[config.mk]
export PLATFORM = sky130hd
export DESIGN_NAME = etc_exposure_trigger_control
export DESIGN_NICKNAME = d
export VERILOG_FILES = /design/src/etc_pkg.sv /design/src/etc_exposure_trigger_control.sv
export SDC_FILE = /design/constraint.sdc
export NUM_CORES = 1
export LEC_CHECK = 0
export ABC_AREA = 1
export BUFFER_PORTS_ARGS = -buffer_cell sky130_fd_sc_hd__buf_2
export CELL_PAD_IN_SITES_DETAIL_PLACEMENT = 0
export CELL_PAD_IN_SITES_GLOBAL_PLACEMENT = 1
export CORE_ASPECT_RATIO = 1.2
export CORE_MARGIN = 2
export CORE_UTILIZATION = 46
export CTS_CLUSTER_SIZE = 8
export DETAILED_ROUTE_END_ITERATION = 8
export PLACE_DENSITY_LB_ADDON = 0.1
export SETUP_SLACK_MARGIN = 0.5
export SYNTH_ARGS = -nofsm -noshare
export SYNTH_HDL_FRONTEND = slang
export SYNTH_SLANG_ARGS = --single-unit
[constraint.sdc]
create_clock -name mclk -period 8.7 [get_ports mclk]
set_clock_uncertainty 0.05 [all_clocks]
set_input_delay 0.435 -clock mclk [delete_from_list [all_inputs] [get_ports mclk]]
set_output_delay 0.435 -clock mclk [all_outputs]
set_load 0.1 [all_outputs]
[src/etc_pkg.sv]
`default_nettype none
package etc_pkg;

	// ------------------------------------------------------------
	// clock and line timing
	// ------------------------------------------------------------
	localparam int unsigned CLK_MHZ          = 50;
	localparam int unsigned LINE_NS_MONO8_10 = 9428;   // 9.428 us
	localparam int unsigned LINE_NS_MONO12   = 13091;  // 13.091 us
	localparam int unsigned CLK_PERIOD_NS    = 1000 / CLK_MHZ;
	// longest time: round down
	localparam int unsigned LINE_CYC_MONO8_10 = LINE_NS_MONO8_10 / CLK_PERIOD_NS;
	localparam int unsigned LINE_CYC_MONO12   = LINE_NS_MONO12 / CLK_PERIOD_NS;

	// ------------------------------------------------------------
	// widths and encodings
	// ------------------------------------------------------------
	localparam int unsigned LINE_CNT_W = 10;
	localparam int unsigned FILT_W     = 16;
	localparam int unsigned EXP_W      = 24;

	typedef enum logic [1:0] {
		ETC_MODE_PULSE_WIDTH = 2'h0,
		ETC_MODE_EDGE_PRESET = 2'h1,
		ETC_MODE_EDGE_OVERLAP = 2'h2
	} etc_mode_t;

	typedef enum logic [1:0] {
		ETC_FMT_MONO8  = 2'h0,
		ETC_FMT_MONO10 = 2'h1,
		ETC_FMT_MONO12 = 2'h2
	} etc_fmt_t;

	typedef enum logic [1:0] {
		ETC_ST_IDLE  = 2'h0,
		ETC_ST_PULSE = 2'h1,
		ETC_ST_TIMED = 2'h2
	} etc_state_t;

	// configuration carried as one bundle
	typedef struct packed {
		etc_mode_t        mode;
		logic             polarity_neg;
		etc_fmt_t         fmt;
		logic [FILT_W-1:0] trigger_filter_time;       // clock cycles
		logic [EXP_W-1:0]  preset_exposure_duration;  // line periods
	} etc_cfg_t;

endpackage

`default_nettype wire

[src/etc_exposure_trigger_control.sv]
`timescale 1ns/100ps
`default_nettype none

// Function
// - pulse-width mode with positive polarity exposes from trigger rise to trigger fall.
// - pulse-width mode with negative polarity exposes from trigger fall to trigger rise.
// - edge-preset mode starts on the active edge and exposes for the preset time only.
// - in the overlap edge-preset mode triggers during exposure or image output are dropped.
// - trigger pulses shorter than the filter time are removed and cause no exposure.
// - mono8 and mono10 use a line period of 9.428 us as timing unit.
// - mono12 uses a line period of 13.091 us as timing unit.
// - all lines of a frame share one exposure duration.
// - exposure_active is high during exposure and low once it completes.
module etc_exposure_trigger_control (
	// clock and reset
	input  wire logic               mclk,
	input  wire logic               rst_b,
	// configuration
	input  wire etc_pkg::etc_cfg_t  cfg,
	// trigger input, synchronous to mclk
	input  wire logic               trigger_in,
	// sensor side
	input  wire logic               image_out_busy,
	output logic                    exposure_active,
	output logic                    exposure_start,
	output logic                    line_tick,
	output logic                    trigger_filtered
);

	// ------------------------------------------------------------
	// line period divider
	// ------------------------------------------------------------
	logic [etc_pkg::LINE_CNT_W-1:0] line_cnt_r, line_cnt_nxt;
	logic [etc_pkg::LINE_CNT_W-1:0] line_max;
	logic                           line_tick_r, line_tick_nxt;
	logic                           restart_line;

	// one divider, length picked by pixel format; the period rounds down to whole
	// clock cycles, so a line can run up to one clock short of its nominal length
	always_comb begin
		if (cfg.fmt == etc_pkg::ETC_FMT_MONO12) begin
			line_max = etc_pkg::LINE_CNT_W'(etc_pkg::LINE_CYC_MONO12 - 1);
		end else begin
			line_max = etc_pkg::LINE_CNT_W'(etc_pkg::LINE_CYC_MONO8_10 - 1);
		end
	end

	// restarted at exposure start so the first line is whole
	always_comb begin
		line_tick_nxt = 1'b0;
		if (restart_line) begin
			line_cnt_nxt = '0;
		end else if (line_cnt_r >= line_max) begin
			line_cnt_nxt  = '0;
			line_tick_nxt = 1'b1;
		end else begin
			line_cnt_nxt = line_cnt_r + 1'b1;
		end
	end

	always_ff @(posedge mclk or negedge rst_b) begin
		if (!rst_b) begin
			line_cnt_r  <= '0;
			line_tick_r <= 1'b0;
		end else begin
			line_cnt_r  <= line_cnt_nxt;
			line_tick_r <= line_tick_nxt;
		end
	end

	// ------------------------------------------------------------
	// shared count decode
	// ------------------------------------------------------------
	// true once the sample now being counted completes a run of limit samples;
	// done in one extra bit so a count at full scale cannot wrap to zero and miss the limit,
	// and a limit of zero behaves as one so a zero setting never stalls
	function automatic logic limit_hit(
		input logic [etc_pkg::EXP_W-1:0] count,
		input logic [etc_pkg::EXP_W-1:0] limit
	);
		logic [etc_pkg::EXP_W:0] run;
		run       = {1'b0, count} + 1'b1;
		limit_hit = (run >= {1'b0, limit});
	endfunction

	// ------------------------------------------------------------
	// trigger filter
	// ------------------------------------------------------------
	logic                      trig_act;
	logic                      filt_done;
	logic                      filt_r, filt_nxt;
	logic [etc_pkg::FILT_W-1:0] filt_cnt_r, filt_cnt_nxt;

	// normalise to active-high so the filter only sees one polarity
	assign trig_act = trigger_in ^ cfg.polarity_neg;

	// the sample being taken now completes a run of filter-time differing samples
	assign filt_done = limit_hit(etc_pkg::EXP_W'(filt_cnt_r),
	                             etc_pkg::EXP_W'(cfg.trigger_filter_time));

	// the filtered level flips only after the raw level has differed for the
	// full filter time; both edges are filtered, costing that delay on each.
	// a pulse of exactly the filter time passes, so a source that keeps the
	// minimum width is never lost; anything shorter leaves no trace
	always_comb begin
		filt_nxt     = filt_r;
		filt_cnt_nxt = '0;
		if (trig_act != filt_r) begin
			if (filt_done) begin
				filt_nxt = trig_act;
			end else begin
				filt_cnt_nxt = filt_cnt_r + 1'b1;
			end
		end
	end

	always_ff @(posedge mclk or negedge rst_b) begin
		if (!rst_b) begin
			filt_r     <= 1'b0;
			filt_cnt_r <= '0;
		end else begin
			filt_r     <= filt_nxt;
			filt_cnt_r <= filt_cnt_nxt;
		end
	end

	logic act_edge, inact_edge;
	assign act_edge   = filt_nxt & ~filt_r;
	assign inact_edge = ~filt_nxt & filt_r;

	// ------------------------------------------------------------
	// exposure control
	// ------------------------------------------------------------
	etc_pkg::etc_state_t        state_r, state_nxt;
	logic [etc_pkg::EXP_W-1:0]  exp_cnt_r, exp_cnt_nxt;
	logic                       start_r, start_nxt;
	logic                       busy_block;

	// overlap mode drops edges while the last frame is still going out
	assign busy_block = (cfg.mode == etc_pkg::ETC_MODE_EDGE_OVERLAP) && image_out_busy;

	// mode is sampled at each trigger; preset duration and format are read live, so a change to them hits the running exposure
	always_comb begin
		state_nxt    = state_r;
		exp_cnt_nxt  = exp_cnt_r;
		start_nxt    = 1'b0;
		restart_line = 1'b0;
		case (state_r)
			etc_pkg::ETC_ST_IDLE: begin
				if (act_edge && !busy_block) begin
					start_nxt    = 1'b1;
					restart_line = 1'b1;
					exp_cnt_nxt  = '0;
					if (cfg.mode == etc_pkg::ETC_MODE_PULSE_WIDTH) begin
						state_nxt = etc_pkg::ETC_ST_PULSE;
					end else begin
						state_nxt = etc_pkg::ETC_ST_TIMED;
					end
				end
			end
			etc_pkg::ETC_ST_PULSE: begin
				// ends on the inactive edge of the filtered trigger
				if (inact_edge) begin
					state_nxt = etc_pkg::ETC_ST_IDLE;
				end
			end
			etc_pkg::ETC_ST_TIMED: begin
				// trigger level ignored; edges here are dropped
				// a preset of zero acts as one line, never as an endless exposure
				if (line_tick_r) begin
					if (limit_hit(exp_cnt_r, cfg.preset_exposure_duration)) begin
						state_nxt = etc_pkg::ETC_ST_IDLE;
					end else begin
						exp_cnt_nxt = exp_cnt_r + 1'b1;
					end
				end
			end
			default: begin
				state_nxt = etc_pkg::ETC_ST_IDLE;
			end
		endcase
	end

	always_ff @(posedge mclk or negedge rst_b) begin
		if (!rst_b) begin
			state_r   <= etc_pkg::ETC_ST_IDLE;
			exp_cnt_r <= '0;
			start_r   <= 1'b0;
		end else begin
			state_r   <= state_nxt;
			exp_cnt_r <= exp_cnt_nxt;
			start_r   <= start_nxt;
		end
	end

	// ------------------------------------------------------------
	// exposure indication
	// ------------------------------------------------------------
	logic active_r, active_nxt;

	// taken from the next state so the pin comes straight from a flip-flop yet
	// rises and falls on the same edges as the state register
	always_comb begin
		active_nxt = (state_nxt != etc_pkg::ETC_ST_IDLE);
	end

	always_ff @(posedge mclk or negedge rst_b) begin
		if (!rst_b) begin
			active_r <= 1'b0;
		end else begin
			active_r <= active_nxt;
		end
	end

	// ------------------------------------------------------------
	// outputs
	// ------------------------------------------------------------
	// one global shutter window, so every line shares the duration
	assign exposure_active  = active_r;
	assign exposure_start   = start_r;
	assign line_tick        = line_tick_r;
	assign trigger_filtered = filt_r;

endmodule

`default_nettype wire

==> reports/results.txt <==
drt pass-1 iters = 4
slowest stage delay, CP = 0.42 ns
Initial DRC Count = 175
Post-CTS Setup Bufs = 0
most frequent CP cell = nand2_1
dpl hpwl = 8.32 mm
GRT Util Overall = 20.4%
CORE AREA = 10,000 um2
n_diodes = 0
fmax = 268 MHz
Buf/Inv on CP = 1
RSZ-0062 raised after global routing = no
first-pass GRT wire length = 18.0 mm
layout cells sized above 1 = 12.0%
# clock sinks = 56
fin cells = 866
syn nets = 787
initial antenna violation count = 0
via count = 4,205
placed cell area = 5080 um2
DRC Markers = 0
count of cell types in the netlist = 40
Critical-path top delay cell = dfrtp_1
Crit path required time = 8.83 ns
Starting Density = 47.0%
asr flop ratio synth = 100%
critical path's top delay family = simple AND/OR/NAND/NOR gates
ratio of total power to cell area = 117 nW/um2
CTS Buf Count = 5
ys flop type = dfrtp_1
nets@finish = 839
standard-cell rows = 40
Hold Path Class = input port to async pin
cell taking the most area after synthesis = dfrtp_1
Netlist Area Pre-Place = 4710 um2
final worst path period need = 3.73 ns
CTS hold repair buffers = 0
worst rel slew slack = 46.2%
CP cell instances = ha_1 -> nand2_1 -> nor2_1 -> nand4_2 -> nor2_4 -> nand2_1 -> nor2_1 -> xor2_1 -> inv_1 -> ha_1 -> nand2_1 -> nor3_1 -> nand3_1 -> nand2_1 -> nand2_1 -> nand2_1 -> nor2_1 -> nand2_2 -> nand2_4 -> nand2_4 -> nand2_1 -> nand2_1
Routed Antenna Nets = 0
Clock Latency Late Sink = 0.29 ns
final count of hold timing violations = 0
Seq cells post-synth = 56
Yosys Warn Count = 0
placed cells = 859
vias in the first global route = 4,013
Total Wirelength = 10.5 mm
die area = 11,100 um2
Clock Path Buffers = 2
largest cells by area after synthesis = dfrtp_1, ha_1, nand2_1
Worst-path clk slew = 0.07 ns
Slew Viols, Final = 0
Post-synth EDFFs = 0
CTS tree = done
largest net degree at the start of global routing = 57
worst-path fanout max = 25
Worst EP arrival = 3.86 ns
Layout Utilization = 52.6%
grt ovf = 0
synthesis-to-layout area growth = 11.9%
Via-to-Cell Ratio = 4.86
Horiz. Die Dim = 96.3 um
leak pwr = 0.00319 uW
worst slack, placed = 4.98 ns
H-tree Lvls = 2
Startpoint Class = register
CP Class = register to register
root buffer cell = clkbuf_16
peak supply drop = 0.0900 mV
number of port buffers = 52
Final WS setup = 4.97 ns
Syn Inst Count = 688
status = finished clean
final setup vio count = 0
Max-Cap Viols = 0
routability cong. = 0.901
most numerous cell in the Yosys netlist = nand2_1
# IOs = 53
final period utilization = 42.9%
Setup TNS = 0 ns
top post-synthesis cells by count = nand2_1, inv_1, nor2_1
Crit. End Element = register
Die H = 115 um
Seq/Total Area, Yosys = 29.8%
final instance area = 5270 um2
CTS resizes = 0
Synth top area share = 29.8%
Slew @ Worst Pin = 0.802 ns
routed len/inst = 12.1 um
Post-Syn Area per Cell = 6.84 um2
[placed cells by master (no fill, tap or decap), types with 5 or more instances in the layout]
cell and instances:
nand2_1 153, nand3_1 49, nor2_1 96, nand2_2 6, nand4_1 9, inv_1 143
xor2_1 23, dfrtp_1 56, o21ai_0 9, xnor2_1 8, nor3_1 21, clkbuf_16 5
buf_2 52, a21oi_1 16, ha_1 50
[logic make-up after synthesis]
group / after synthesis / synth area share [%]
buf+inv: 157 / 13.1
fa+ha+maj: 50 / 13.3
simple gates: 357 / 33.3
xor+xnor: 31 / 5.77
flops: 56 / 29.8
compound gates: 37 / 4.78
[state kept, by name, indices dropped and copies added, names as in the netlist]
signal and cells:
line_tick 1, trigger_filtered 1, exp_cnt_r 24, exposure_active 1
filt_cnt_r 16, exposure_start 1, line_cnt_r 10, state_r 2
[per-layer routing]
metal	track usage (%)	vias to the layer above	routed length, um
li1	-	2221	-
met5	0	-	0
met3	2.10	9	330
met2	35.3	64	5110
met1	27.3	1911	4930
met4	4.98	0	154
[worst paths after layout]
path | startpoint | to | slack (ns) | depth (start not counted)
min reg2reg | line_cnt_r[0] | line_cnt_r[0] | 0.44 | 1
max in group asynchronous | rst_b | filt_cnt_r[10] | 7.89 | 2
max reg2reg | exp_cnt_r[0] | exp_cnt_r[15] | 4.97 | 22
min in group mclk | line_cnt_r[0] | line_cnt_r[0] | 0.44 | 1
min | rst_b | line_cnt_r[7] | 0.22 | 2
max | exp_cnt_r[0] | exp_cnt_r[15] | 4.97 | 22
[worst reg2reg max path, stage by stage (launching register included)]
cell     delay [ns]
dfrtp_1        0.42
ha_1           0.32
nand2_1        0.12
nor2_1         0.14
nand4_2        0.16
nor2_4         0.15
nand2_1        0.10
nor2_1         0.13
xor2_1         0.28
inv_1          0.08
ha_1           0.29
nand2_1        0.13
nor3_1         0.06
nand3_1        0.09
nand2_1        0.06
nand2_1        0.05
nand2_1        0.04
nor2_1         0.16
nand2_2        0.09
nand2_4        0.25
nand2_4        0.25
nand2_1        0.14
nand2_1        0.06
[report_power, final]
part | total, uW | switching [uW] | internal (uW)
logic | 80.1 | 46.3 | 33.8
registers | 283 | 11.8 | 271
clock network | 255 | 91.2 | 163
total | 618 | 149 | 468
[final cells by class]
type / count / area [um2]
clock inverters: 2 / 60.1
flip-flops and latches: 56 / 1400
inverters: 148 / 556
clock buffers: 5 / 125
multi-input cells: 475 / 2690
fillers: 1024 / 4740
well taps: 126 / 158
repair buffers: 54 / 275
[per-stage QoR]
stage	power, uW	hold WS [ns]
3_3_place_gp	366	0.430
4_1_cts	626	0.260
3_5_place_dp	369	0.436
6_report	618	0.222
2_1_floorplan	338	0.0894
5_1_grt	650	0.296
No activity file was read; power rests on OpenSTA's default activity.
